===== config.mk =====
export PLATFORM = sky130hd
export DESIGN_NAME = acr_regs_top
export DESIGN_NICKNAME = d
export VERILOG_FILES = /design/src/acr_pkg.sv /design/src/acr_field_reg.sv /design/src/acr_edge_capture.sv /design/src/acr_regs_top.sv
export SDC_FILE = /design/constraint.sdc
export NUM_CORES = 1
export LEC_CHECK = 0
export BUFFER_PORTS_ARGS = -buffer_cell sky130_fd_sc_hd__clkbuf_2
export CELL_PAD_IN_SITES_DETAIL_PLACEMENT = 1
export CELL_PAD_IN_SITES_GLOBAL_PLACEMENT = 1
export CORE_ASPECT_RATIO = 0.75
export CORE_MARGIN = 10
export CORE_UTILIZATION = 44
export CTS_CLUSTER_SIZE = 8
export DETAILED_ROUTE_END_ITERATION = 10
export GPL_TIMING_DRIVEN = 0
export HOLD_SLACK_MARGIN = 0.1
export PLACE_DENSITY_LB_ADDON = 0.1
export SLEW_MARGIN = 20
export SYNTH_ARGS = -nofsm -noshare
export SYNTH_HDL_FRONTEND = slang
export SYNTH_HIERARCHICAL = 1
export SYNTH_SLANG_ARGS = --single-unit

===== constraint.sdc =====
create_clock -name clk_sys -period 2.5 [get_ports clk_sys]
set_clock_uncertainty 0.15 [all_clocks]
set_input_delay 0.125 -clock clk_sys [delete_from_list [all_inputs] [get_ports clk_sys]]
set_output_delay 0.125 -clock clk_sys [all_outputs]
set_load 0.01 [all_outputs]

===== src/acr_pkg.sv =====
// Shared constants, types and decode functions of the analog configuration register bank
`default_nettype none
package acr_pkg;
  // Bus geometry
  localparam int ACR_ADDR_W = 8;
  localparam int ACR_IDX_W = 6;
  localparam int ACR_DATA_W = 32;
  localparam int ACR_STRB_W = 4;
  // Register indexes; the byte address is four times the index
  localparam logic [5:0] ACR_IDX_EDGE_LOC = 6'h2C;
  localparam logic [5:0] ACR_IDX_SPAN_A = 6'h30;
  localparam logic [5:0] ACR_IDX_SPAN_B = 6'h32;
  localparam logic [5:0] ACR_IDX_REF_SEL = 6'h38;
  localparam logic [5:0] ACR_IDX_TS_CTRL = 6'h3B;
  // Field widths
  localparam int ACR_EDGE_W = 24;
  localparam int ACR_SPAN_W = 16;
  localparam int ACR_BYTE_W = 8;
  // Reset values
  localparam logic [23:0] ACR_EDGE_RESET = 24'h000000;
  localparam logic [15:0] ACR_SPAN_RESET = 16'hA000;
  localparam logic [7:0] ACR_REF_SEL_RESET = 8'h00;
  localparam logic [7:0] ACR_TS_CTRL_RESET = 8'h00;
  // Span code landmarks
  localparam logic [15:0] ACR_SPAN_500MV = 16'h2000;
  localparam logic [15:0] ACR_SPAN_800MV = 16'hA000;
  localparam logic [15:0] ACR_SPAN_1000MV = 16'hFFFF;
  // Field positions
  localparam int ACR_REF_SUPPLY_BIT = 0;
  localparam int ACR_TS_RX_EN_BIT = 1 - 1;
  localparam int ACR_TS_PECL_BIT = 1;
  // Bus responses
  localparam logic [1:0] ACR_RESP_OKAY = 2'h0;
  localparam logic [1:0] ACR_RESP_SLVERR = 2'h2;

  // Settings that leave the bank for the analog core
  typedef struct packed {
    logic [15:0] spanCodeA;
    logic [15:0] spanCodeB;
    logic useSupplyReference;
    logic timestampRxEnable;
    logic timestampPeclMode;
  } acr_ctrl_type;

  // True for every mapped index
  function automatic logic acrRegHit(input logic [5:0] idx);
    return (idx == ACR_IDX_EDGE_LOC) || (idx == ACR_IDX_SPAN_A) || (idx == ACR_IDX_SPAN_B) ||
           (idx == ACR_IDX_REF_SEL) || (idx == ACR_IDX_TS_CTRL);
  endfunction

  // True for a mapped index that software may change
  function automatic logic acrRegWritable(input logic [5:0] idx);
    return acrRegHit(idx) && (idx != ACR_IDX_EDGE_LOC);
  endfunction
endpackage
`default_nettype wire


===== src/acr_field_reg.sv =====
// Read-write register with per-byte write strobes and a fixed reset value
`timescale 1ns/100ps
`default_nettype none
module acr_field_reg #(
  parameter int WIDTH = 8,
  parameter logic [WIDTH-1:0] RESET_VALUE = '0
) (
  input wire logic clk_sys,
  input wire logic rst_b,
  input wire logic wrEn,
  input wire logic [WIDTH-1:0] wrData,
  input wire logic [WIDTH/8-1:0] wrStrb,
  output wire logic [WIDTH-1:0] value
);
  localparam int LANES = WIDTH / 8;

  // One flop group per byte lane so partial writes leave other lanes alone;
  // each lane owns its flops so every variable has a single driving process
  genvar lane;
  generate
    for (lane = 0; lane < LANES; lane = lane + 1) begin : g_lane
      logic [7:0] lane_reg;
      always_ff @(posedge clk_sys or negedge rst_b) begin
        if (!rst_b) begin
          lane_reg <= RESET_VALUE[lane*8 +: 8];
        end else if (wrEn && wrStrb[lane]) begin
          lane_reg <= wrData[lane*8 +: 8];
        end
      end
      assign value[lane*8 +: 8] = lane_reg;
    end
  endgenerate
endmodule
`default_nettype wire


===== src/acr_edge_capture.sv =====
// Holder for the most recent reference-edge position from the measurement logic
`timescale 1ns/100ps
`default_nettype none
module acr_edge_capture (
  input wire logic clk_sys,
  input wire logic rst_b,
  input wire logic edgeValid,
  input wire logic [acr_pkg::ACR_EDGE_W-1:0] edgePosIn,
  output logic [acr_pkg::ACR_EDGE_W-1:0] edgeLoc
);
  import acr_pkg::*;

  // Capture on each measurement strobe; the value otherwise stands
  always_ff @(posedge clk_sys or negedge rst_b) begin
    if (!rst_b) begin
      edgeLoc <= ACR_EDGE_RESET;
    end else if (edgeValid) begin
      edgeLoc <= edgePosIn;
    end
  end
endmodule
`default_nettype wire


===== src/acr_regs_top.sv =====
// AXI4-Lite register bank for converter span, reference and timestamp settings
//
// What this block does and what software using it must do
// Reports the measured 24-bit reference-edge position against the sampling clock.
// The edge-position word at index 0x2C is read-only status with no promised reset value.
// Software picks its reference delay from the reported edge position.
// Software keeps the reference delay at zero when automatic calibration is wanted.
// Channel A span code is a 16-bit read-write word at index 0x30 resetting to 0xA000.
// Channel B span code is a separate 16-bit read-write word at index 0x32, reset 0xA000.
// Span code 0x2000 means 500 mV, 0xA000 means 800 mV and 0xFFFF the 1000 mV maximum.
// Software should not program span codes below 0x2000, which are accepted but degrade.
// Bit 0 at index 0x38 selects the analog supply rail as reference instead of band-gap.
// Bit 0 at index 0x3B enables the differential timestamp receiver, reset off.
// Bit 1 at index 0x3B puts the timestamp input in low-voltage PECL mode, reset off.
// Bits 7 to 2 at index 0x3B are reserved, read-write, resetting to zero.
// Writes to the edge-position word are dropped and reads give the latest capture.
`timescale 1ns/100ps
`default_nettype none
module acr_regs_top (
  input wire logic clk_sys,
  input wire logic rst_b,
  // Write address channel
  input wire logic [acr_pkg::ACR_ADDR_W-1:0] awaddr,
  input wire logic awvalid,
  output logic awready,
  // Write data channel
  input wire logic [acr_pkg::ACR_DATA_W-1:0] wdata,
  input wire logic [acr_pkg::ACR_STRB_W-1:0] wstrb,
  input wire logic wvalid,
  output logic wready,
  // Write response channel
  output logic [1:0] bresp,
  output logic bvalid,
  input wire logic bready,
  // Read address channel
  input wire logic [acr_pkg::ACR_ADDR_W-1:0] araddr,
  input wire logic arvalid,
  output logic arready,
  // Read data channel
  output logic [acr_pkg::ACR_DATA_W-1:0] rdata,
  output logic [1:0] rresp,
  output logic rvalid,
  input wire logic rready,
  // Edge measurement from on-chip logic on clk_sys
  input wire logic refEdgePosValid,
  input wire logic [acr_pkg::ACR_EDGE_W-1:0] refEdgePosIn,
  // Settings to the analog core
  output acr_pkg::acr_ctrl_type analogCtrl
);
  import acr_pkg::*;

  // Write path state
  logic awHeld_reg;
  logic [ACR_IDX_W-1:0] awIndex_reg;
  logic wHeld_reg;
  logic [ACR_DATA_W-1:0] wData_reg;
  logic [ACR_STRB_W-1:0] wStrb_reg;
  logic bValid_reg;
  logic [1:0] bResp_reg;
  // Read path state
  logic rValid_reg;
  logic [ACR_DATA_W-1:0] rData_reg;
  logic [1:0] rResp_reg;
  // Helper flag for the first cycle after reset
  logic afterReset_reg;

  // Decode and datapath wires
  logic wrFire;
  logic wrHit;
  logic wrSpanA;
  logic wrSpanB;
  logic wrRefSel;
  logic wrTsCtrl;
  logic wrEdge;
  logic awTake;
  logic wTake;
  logic arTake;
  logic [ACR_IDX_W-1:0] arIndex;
  logic rdHit;
  logic [ACR_DATA_W-1:0] rdWord;
  logic [15:0] wrLow16;
  logic [7:0] wrLow8;
  logic wrBit0;
  logic wrBit1;
  logic [ACR_EDGE_W-1:0] edgeLoc;
  logic [ACR_SPAN_W-1:0] spanAReg;
  logic [ACR_SPAN_W-1:0] spanBReg;
  logic [ACR_BYTE_W-1:0] refSelReg;
  logic [ACR_BYTE_W-1:0] tsCtrlReg;

  // Handshakes: one write and one read under way at most, so ready drops while busy
  assign awready = !awHeld_reg && !bValid_reg;
  assign wready = !wHeld_reg && !bValid_reg;
  assign arready = !rValid_reg;
  assign awTake = awvalid && awready;
  assign wTake = wvalid && wready;
  assign arTake = arvalid && arready;
  assign bvalid = bValid_reg;
  assign bresp = bResp_reg;
  assign rvalid = rValid_reg;
  assign rdata = rData_reg;
  assign rresp = rResp_reg;

  // Write decode; the write lands once both address and data are held
  assign wrFire = awHeld_reg && wHeld_reg;
  assign wrHit = acrRegHit(awIndex_reg);
  assign wrSpanA = wrFire && (awIndex_reg == ACR_IDX_SPAN_A);
  assign wrSpanB = wrFire && (awIndex_reg == ACR_IDX_SPAN_B);
  assign wrRefSel = wrFire && (awIndex_reg == ACR_IDX_REF_SEL);
  assign wrTsCtrl = wrFire && (awIndex_reg == ACR_IDX_TS_CTRL);
  assign wrEdge = wrFire && (awIndex_reg == ACR_IDX_EDGE_LOC);
  assign wrLow16 = wData_reg[15:0];
  assign wrLow8 = wData_reg[7:0];
  assign wrBit0 = wData_reg[0];
  assign wrBit1 = wData_reg[1];

  // Read decode; narrow words sit in the low bits and the rest reads zero
  assign arIndex = araddr[ACR_ADDR_W-1:2];
  assign rdHit = acrRegHit(arIndex);
  assign rdWord = (arIndex == ACR_IDX_EDGE_LOC) ? {8'h00, edgeLoc} :
                  (arIndex == ACR_IDX_SPAN_A) ? {16'h0000, spanAReg} :
                  (arIndex == ACR_IDX_SPAN_B) ? {16'h0000, spanBReg} :
                  (arIndex == ACR_IDX_REF_SEL) ? {24'h000000, refSelReg} :
                  (arIndex == ACR_IDX_TS_CTRL) ? {24'h000000, tsCtrlReg} :
                  32'h00000000;

  // Address and data are latched independently so either may arrive first
  always_ff @(posedge clk_sys or negedge rst_b) begin
    if (!rst_b) begin
      awHeld_reg <= 1'b0;
      awIndex_reg <= 6'h00;
    end else if (awTake) begin
      awHeld_reg <= 1'b1;
      awIndex_reg <= awaddr[ACR_ADDR_W-1:2];
    end else if (wrFire) begin
      awHeld_reg <= 1'b0;
    end
  end

  always_ff @(posedge clk_sys or negedge rst_b) begin
    if (!rst_b) begin
      wHeld_reg <= 1'b0;
      wData_reg <= 32'h00000000;
      wStrb_reg <= 4'h0;
    end else if (wTake) begin
      wHeld_reg <= 1'b1;
      wData_reg <= wdata;
      wStrb_reg <= wstrb;
    end else if (wrFire) begin
      wHeld_reg <= 1'b0;
    end
  end

  // Write response; a write to the status word is dropped but still answered OKAY
  always_ff @(posedge clk_sys or negedge rst_b) begin
    if (!rst_b) begin
      bValid_reg <= 1'b0;
      bResp_reg <= ACR_RESP_OKAY;
    end else if (wrFire) begin
      bValid_reg <= 1'b1;
      bResp_reg <= wrHit ? ACR_RESP_OKAY : ACR_RESP_SLVERR;
    end else if (bready) begin
      bValid_reg <= 1'b0;
    end
  end

  // Read answer is registered one cycle after the address is taken
  always_ff @(posedge clk_sys or negedge rst_b) begin
    if (!rst_b) begin
      rValid_reg <= 1'b0;
      rData_reg <= 32'h00000000;
      rResp_reg <= ACR_RESP_OKAY;
    end else if (arTake) begin
      rValid_reg <= 1'b1;
      rData_reg <= rdWord;
      rResp_reg <= rdHit ? ACR_RESP_OKAY : ACR_RESP_SLVERR;
    end else if (rready) begin
      rValid_reg <= 1'b0;
    end
  end

  // Helper for reset-value checks
  always_ff @(posedge clk_sys or negedge rst_b) begin
    if (!rst_b) begin
      afterReset_reg <= 1'b1;
    end else begin
      afterReset_reg <= 1'b0;
    end
  end

  // Edge position has no write port at all, so bus writes cannot disturb it
  acr_edge_capture u_edge (
    .clk_sys(clk_sys),
    .rst_b(rst_b),
    .edgeValid(refEdgePosValid),
    .edgePosIn(refEdgePosIn),
    .edgeLoc(edgeLoc)
  );

  // Span codes are stored as written; codes below the recommended floor are kept
  acr_field_reg #(.WIDTH(ACR_SPAN_W), .RESET_VALUE(ACR_SPAN_RESET)) u_spanA (
    .clk_sys(clk_sys),
    .rst_b(rst_b),
    .wrEn(wrSpanA),
    .wrData(wrLow16),
    .wrStrb(wStrb_reg[1:0]),
    .value(spanAReg)
  );

  acr_field_reg #(.WIDTH(ACR_SPAN_W), .RESET_VALUE(ACR_SPAN_RESET)) u_spanB (
    .clk_sys(clk_sys),
    .rst_b(rst_b),
    .wrEn(wrSpanB),
    .wrData(wrLow16),
    .wrStrb(wStrb_reg[1:0]),
    .value(spanBReg)
  );

  // Upper bits of the reference select are plain storage
  acr_field_reg #(.WIDTH(ACR_BYTE_W), .RESET_VALUE(ACR_REF_SEL_RESET)) u_refSel (
    .clk_sys(clk_sys),
    .rst_b(rst_b),
    .wrEn(wrRefSel),
    .wrData(wrLow8),
    .wrStrb(wStrb_reg[0:0]),
    .value(refSelReg)
  );

  acr_field_reg #(.WIDTH(ACR_BYTE_W), .RESET_VALUE(ACR_TS_CTRL_RESET)) u_tsCtrl (
    .clk_sys(clk_sys),
    .rst_b(rst_b),
    .wrEn(wrTsCtrl),
    .wrData(wrLow8),
    .wrStrb(wStrb_reg[0:0]),
    .value(tsCtrlReg)
  );

  // Settings to the analog core, straight from the flops
  assign analogCtrl.spanCodeA = spanAReg;
  assign analogCtrl.spanCodeB = spanBReg;
  assign analogCtrl.useSupplyReference = refSelReg[ACR_REF_SUPPLY_BIT];
  assign analogCtrl.timestampRxEnable = tsCtrlReg[ACR_TS_RX_EN_BIT];
  assign analogCtrl.timestampPeclMode = tsCtrlReg[ACR_TS_PECL_BIT];
endmodule
`default_nettype wire


==> results list, run 1 <==
- Status: completed
- In the synthesized netlist the async set-or-reset flop fraction comes to 100%.
* Max IR drop VDD: 0.000633 V
- Of the available clock period, the critical path in the final layout requires 95.8%.
- Clock tree synthesis selected as its root buffer the cell clkbuf_16.
- Number of buffers inserted by port buffering: 126
- Startpoint type of the worst setup path: flop
- Longest individual stage delay on the worst path: 0.59 ns
* Sequential fraction of the synthesis area: 57.8%
- Of all nets on the critical path, the largest fanout is 8.
- Pwr Total: 7600 uW
- Deepest level of the CTS H-tree: 4
* Placeable core area: 12200 um2
- Ranked by total cell area, the synthesized netlist is headed by dfrtp_1 56%, mux2_2 16%, mux2_4 5.5%.
* Leakage component of the power: 0.00386 uW
- Entering global routing, the biggest net connects 72 pins.
- The tightest min-delay check is of the primary input to asynchronous set/reset pin type.
- Most used flip-flop cell after synthesis: dfrtp_1
* Class of the most critical setup path: flop to flop
- The initial antenna violation count was 0.
- Most crowded layer after global routing: met2
* Weighted congestion at the end of routability-driven global placement: 0.778
- The final number of hold-violating endpoints came to 0.
- Detailed routing inserted a total of 4290 vias.
- Crit end category: flop
* Die height: 117 um
- Starting utilization of the core area: 44.7%
- The net count of the finished layout is 724.
* Latest clock arrival within the worst-skew pair: 0.42 ns
- In this run the count of I/O pins placed on the die edge is 160.
- Total wirelength of the detailed-routed design: 17300 um
- Initial DRC Count: 226
- Met2 Track Usage GR: 35.0%
- TritonCTS built the clock tree.
* Detailed-routing iteration count for the pre-antenna-repair pass: 4
- The HPWL after detailed placement is 11300 um.
- Counting along the longest clock path gives a buffer depth of 2.
- Average via count per standard cell: 5.24
- Yosys reg bits: 126
* Worst path slowest cell: dlygate4sd3_1
- The die covers 17300 um2.
- The tightest hold path in the finished design has a slack of 0.126 ns.
- Counting the buffers created by CTS gives 17.
* Share of layout cells above drive strength 1: 44.4%
- Setup violations remaining at the end of the flow were counted as 0.
- Synth Cell Area: 5470 um2
- From left edge to right edge, the die measures 149 um.
- For this design the ratio of total power to cell area is 966 nW/um2.
* Synthesis Warnings: 6
- For the worst flop-to-flop path, the logic depth is 7.
- Static timing analysis puts the maximum clock frequency at 0.418 GHz.
- Count of non-filler cells in the finished layout: 819
* Setup repair after global routing missed its margin: no
* Most common cell type on the critical path: dlygate4sd3_1
- Averaged over all synthesized cells, the footprint is 13.4 um2.
* Row count: 35
* Critical-path cell list: nor2_2 > and2_1 > buf_6 > nand2_1 > dlygate4sd3_1 > o21ai_0 > dlygate4sd3_1
- Area growth from synthesis to layout: 44.0%
- After routing, the total negative slack on setup checks comes to 0 ns.
- The clock drives 126 sinks.
- Number of enable-type register cells in the synthesized netlist: 0
- The number of max-slew violations in the final report is 0.
* Shortest clock period the worst path allows after layout: 2.39 ns
- Vias in the first global route: 4953
* Required time of the critical path: 2.71 ns
- Count of nets left with antenna violations after detail routing: 0
- Distinct cell type count of the synthesized netlist: 46
- Avg WL per Cell: 21.2 um
* First-pass GRT wire length: 27600 um
- After global routing the overflow that remains totals 0.
- Cell accounting for the most synthesized area: dfrtp_1
- Met3 track utilization from global routing: 7.01%
- Met1 track demand over resource: 24.5%
- At the pin with the least slew margin, the transition time is 0.780 ns.
- Number of standard cells after synthesis: 407
* Slew margin rel.: 47.8%
- Including well taps, the total number of placed cells is 709.
- Global routing consumed, over all layers together, 20.7% of the routing resources.
- Clock-pin slew was measured on the worst setup and hold paths at 0.06 ns.
- Area fraction of the dominant cell type after synthesis: 55.8%
- At the worst endpoint, the arrival time is 2.60 ns.
- Number of violations of the max-capacitance limit: 0
- Diode count: 0
* Final routed DRC violation total: 0
[path summary, 6_finish.rpt]
kind                             from                             to  slack, ns
setup / recovery           awHeld_reg                 awIndex_reg[1]       0.11
max in group asynchronous       rst_b  u_spanB/g_lane[1].lane_reg[7]       1.34
min in group clk_sys        araddr[4]                       rdata[0]       0.14
hold / removal                  rst_b                 awIndex_reg[0]       0.13
hold reg to reg             rdata[18]                      rdata[18]       0.31
setup reg to reg           awHeld_reg                 awIndex_reg[1]       0.11
[cells by family (layout without fill, tap and decap cells)]
kind of cell / after synthesis / after routing / synth area share, %
buf+inv: 32 / 269 / 4.01
flops: 126 / 126 / 57.8
simple gates: 80 / 80 / 7.92
compound gates: 72 / 72 / 9.09
mux: 96 / 96 / 21.1
other cells: 1 / 10 / 0.0686
[power breakdown]
group	switching (uW)	internal, uW
registers	487	2570
logic	711	860
clock network	917	2050
[layout by cell type, fill, tap and decap left out, drive strengths merged, types with 9 or more instances in the layout]
cell type and count:
a21oi 20, a22oi 15, buf 22, clkbuf 154
conb 10, dfrtp 122, dlygate4sd3 78, mux2 96
nand2 29, nand3 9, nor2 22
[through the flow]
stage | setup WS, ns | cell area, um2 | utilization, %
after floorplan | 0.746 | 5500 | -
after global placement | -0.769 | 6340 | 51.9
after detailed placement | 0.447 | 6370 | 52.2
after CTS | 0.0973 | 7860 | 64.3
after global routing | 0.0126 | 7870 | 64.4
final | 0.106 | 7870 | 64.4
[critical path, delay by kind of cell (launching register included)]
kind	cells	cell delay, ns
and+or+nand+nor	3	0.36
buffers and inverters	3	1.29
AOI/OAI and AO/OA	1	0.11
DFF	1	0.44
[routing by layer]
| metal | routed length [um] | share of wire, % |
|---|---|---|
| met5 | 0 | 0 |
| met4 | 223 | 1.3 |
| met3 | 1200 | 6.9 |
| met2 | 8590 | 50 |
| met1 | 7330 | 42 |
[Yosys cell counts, types with 3 or more instances]
library cell and number:
and2_1 3, o22ai_1 5, clkbuf_1 6, inv_1 5
nand2_1 23, a21oi_1 20, nand3_1 9, dfrtp_1 122
mux2_2 76, nand2_2 6, dfstp_2 4, a22oi_1 15
nor2_1 22, buf_2 5, o211ai_1 4, nand2b_1 3
o21ai_0 3, buf_4 12, mux2_4 20, a22o_1 7
a221oi_1 6
[layout make-up]
class / instances / area (um2)
clock buffers: 22 / 474
repair buffers: 205 / 1450
well taps: 166 / 208
clock inverters: 10 / 231
fillers: 1229 / 4350
inverters: 5 / 18.8
multi-input cells: 258 / 2130
plain buffers: 27 / 206
flip-flops and latches: 126 / 3160
[repair_timing]
| item | CTS | global route |
|---|---|---|
| setup buffers | 0 | 0 |
| hold buffers | 78 | 0 |
| endpoints found under the hold margin | 175 | 0 |
| gates resized for setup | 0 | 5 |
| endpoints found under the setup margin | 0 | 1 |
Power figures use the tool's default switching activity.
==> run 2: changes to the inputs <==
--- a/config.mk
+++ b/config.mk
@@ -10,11 +10,12 @@
 export CELL_PAD_IN_SITES_GLOBAL_PLACEMENT = 1
 export CORE_ASPECT_RATIO = 0.75
 export CORE_MARGIN = 10
-export CORE_UTILIZATION = 44
+export CORE_UTILIZATION = 37
 export CTS_CLUSTER_SIZE = 8
 export DETAILED_ROUTE_END_ITERATION = 10
 export GPL_TIMING_DRIVEN = 0
 export HOLD_SLACK_MARGIN = 0.1
+export MAX_ROUTING_LAYER = met4
 export PLACE_DENSITY_LB_ADDON = 0.1
 export SLEW_MARGIN = 20
 export SYNTH_ARGS = -nofsm -noshare
==> constraint.sdc (replaced) <==
create_clock -name clk_sys -period 2.1 [get_ports clk_sys]
set_clock_uncertainty 0.15 [all_clocks]
set_input_delay 0.105 -clock clk_sys [delete_from_list [all_inputs] [get_ports clk_sys]]
set_output_delay 0.105 -clock clk_sys [all_outputs]
set_load 0.01 [all_outputs]
==> results list, run 2 (synthesis results as in run 1) <==
- Routability-driven placement finished with a final weighted congestion of 0.755.
* Critical R2R Capture: u_spanA/g_lane[1].lane_reg[3]
- The tree is rooted in a clkbuf_16.
- Cell count after placement: 743
- The floorplan step defined a core boundary enclosing 14500 um2.
* Avg WL per Cell: 19.2 um
- Initial DRC Count: 173
- In the finished design, the share of the clock period the worst path needs comes to 93.7%.
- Row count: 38
* Required time of the critical path: 2.24 ns
- For this configuration, the core starts out at a cell density of 37.8%.
- Share of layout cells above drive strength 1: 44.1%
- Pin count of the biggest net entering global routing: 66
* Leakage component of the power: 0.00385 uW
- Detailed-routing iteration count for the pre-antenna-repair pass: 5
* Number of violations of the max-capacitance limit: 0
* Crit end category: flop
- The setup path with the least slack is of type flop to flop.
- The library cell used most frequently in the layout, excluding fill and tap cells, is clkbuf_2.
* Hold-critical path endpoint: rdata[0]
- The worst hold path passes through 5 cells.
- The die is 125 um tall.
- Global-route usage over all layers: 17.1%
* Slew margin rel.: 50.6%
- Counting every sink on the clock net gives 126.
- Deepest level of the CTS H-tree: 4
- The startpoint identified for the worst register-to-register timing path is awIndex_reg[4].
- Number of antenna violations at the first check in global routing: 0
* Max IR drop VDD: 0.000652 V
* Cell depth of the worst flop-to-flop path: 6
* Post-CTS Setup Repair Bufs: 0
- # nets final: 726
- Status: completed
* Vias in the first global route: 4807
- Final number of max-transition violations: 0
* Average via count per standard cell: 4.91
- Inserted Clock Buffers: 17
- Area growth from synthesis to layout: 43.8%
- For this run the aggregate overflow at the end of global routing stands at 0.
* Startpoint type of the worst setup path: flop
- Clock-pin slew of the registers on the worst-case setup and hold paths: 0.06 ns
- DIE AREA: 20100 um2
* Width of the die: 160 um
- Setup repair after global routing missed its margin: no
- Worst hold-check path type: primary input to flop
- Critical-path maximum fanout: 8
* Clock tree from TritonCTS: yes
- The count of buffers added on input and output ports is 126.
- Cells fill 54.4% of the core in the end.
- The most critical setup path has its startpoint at awIndex_reg[4].
- The wire-length estimate of the detail-placed layout is 11500 um.
- Data arrival time of the critical path: 2.11 ns
- Setup violations remaining at the end of the flow were counted as 0.
* Hold Vio Cnt, Final: 0
* Final routed DRC violation total: 0
- Max Clk Rate: 0.508 GHz
- Power spread over the standard cell area amounts to 1090 nW/um2.
- Excluding fillers, the count of instances in the completed layout stands at 855.
- Wires add up to 16400 um.
* Latest clock arrival within the worst-skew pair: 0.41 ns
- Number of buffers between clock root and the deepest sink: 2
- The first global-routing pass estimated 26700 um of wire.
- For the pin with the worst max-slew slack, the measured transition is 0.738 ns.
- Reg-to-reg setup timing slack: 0.13 ns
* Via total after detailed routing: 4198
* Shortest clock period the worst path allows after layout: 1.97 ns
- Number of top-level design ports: 160
* Count of nets left with antenna violations after detail routing: 0
- Diode count: 0
- The startpoint identified for the worst hold timing path is araddr[7].
- In the layout the commonest cells are 125 x clkbuf_2, 122 x dfrtp_1, 80 x dlygate4sd3_1.
-- run 2: worst max-delay path by stage --
| stage | to | slack [ns] | cells past startpoint |
|---|---|---|---|
| after floorplan | wData_reg[10] | 0.35 | 5 |
| after detailed placement | u_spanA/g_lane[1].lane_reg[3] | 0.11 | 6 |
| after global placement | rdata[20] | -1.24 | 1 |
| after global routing | rdata[3] | 0.0008 | 5 |
| final | u_spanA/g_lane[1].lane_reg[3] | 0.13 | 6 |
| after CTS | u_spanA/g_lane[1].lane_reg[3] | 0.09 | 6 |
-- run 2: layer usage --
metal	routed length, um	GRT usage (%)	vias up
met5	0	-	-
met4	153	3.88	0
met3	759	4.92	10
met2	7830	26.7	111
met1	7660	21.8	2136
li1	-	-	1941
-- run 2: power by group --
group	internal [uW]	leakage (uW)	switching, uW	total, uW
sequential	3060	0.00159	573	3630
combinational	1010	0.00196	800	1810
clock	2020	0.000293	1080	3100
total	6080	0.00385	2460	8540
-- run 2: metrics by stage --
step                      hold slack (ns)  setup TNS [ns]  setup WS (ns)  power, uW  instance area [um2]
after floorplan                    -0.341               0          0.346       4530                 5500
after global placement              0.137         -152.02          -1.24       5240                 6380
after detailed placement          -0.0237               0          0.105       5340                 6420
after CTS                           0.115               0         0.0905       8620                 7840
after global routing                0.177               0       0.000778       9030                 7860
final                               0.126               0          0.133       8540                 7860
-- run 2: layout make-up --
type	instances	area, um2
buffer	27	200
clock buffer	21	450
clock inverter	11	166
fill	1545	6590
inverter	5	18.8
multi-input combinational	258	2150
sequential	126	3160
tap	200	250
timing repair buffer	207	1470
-- run 2: critical path: stages, from the launching register on --
cell and delay [ns]:
dfrtp_1 0.36, nor2b_1 0.22, nor3b_1 0.27, nand2b_1 0.13, nor2_2 0.23, nand2_4 0.17
mux2_2 0.31
-- run 2: timing repair --
item / CTS / global route
hold endpoints to repair: 177 / 0
hold buffers: 80 / 0
gates resized for setup: 0 / 7
endpoints found under the setup margin: 0 / 33
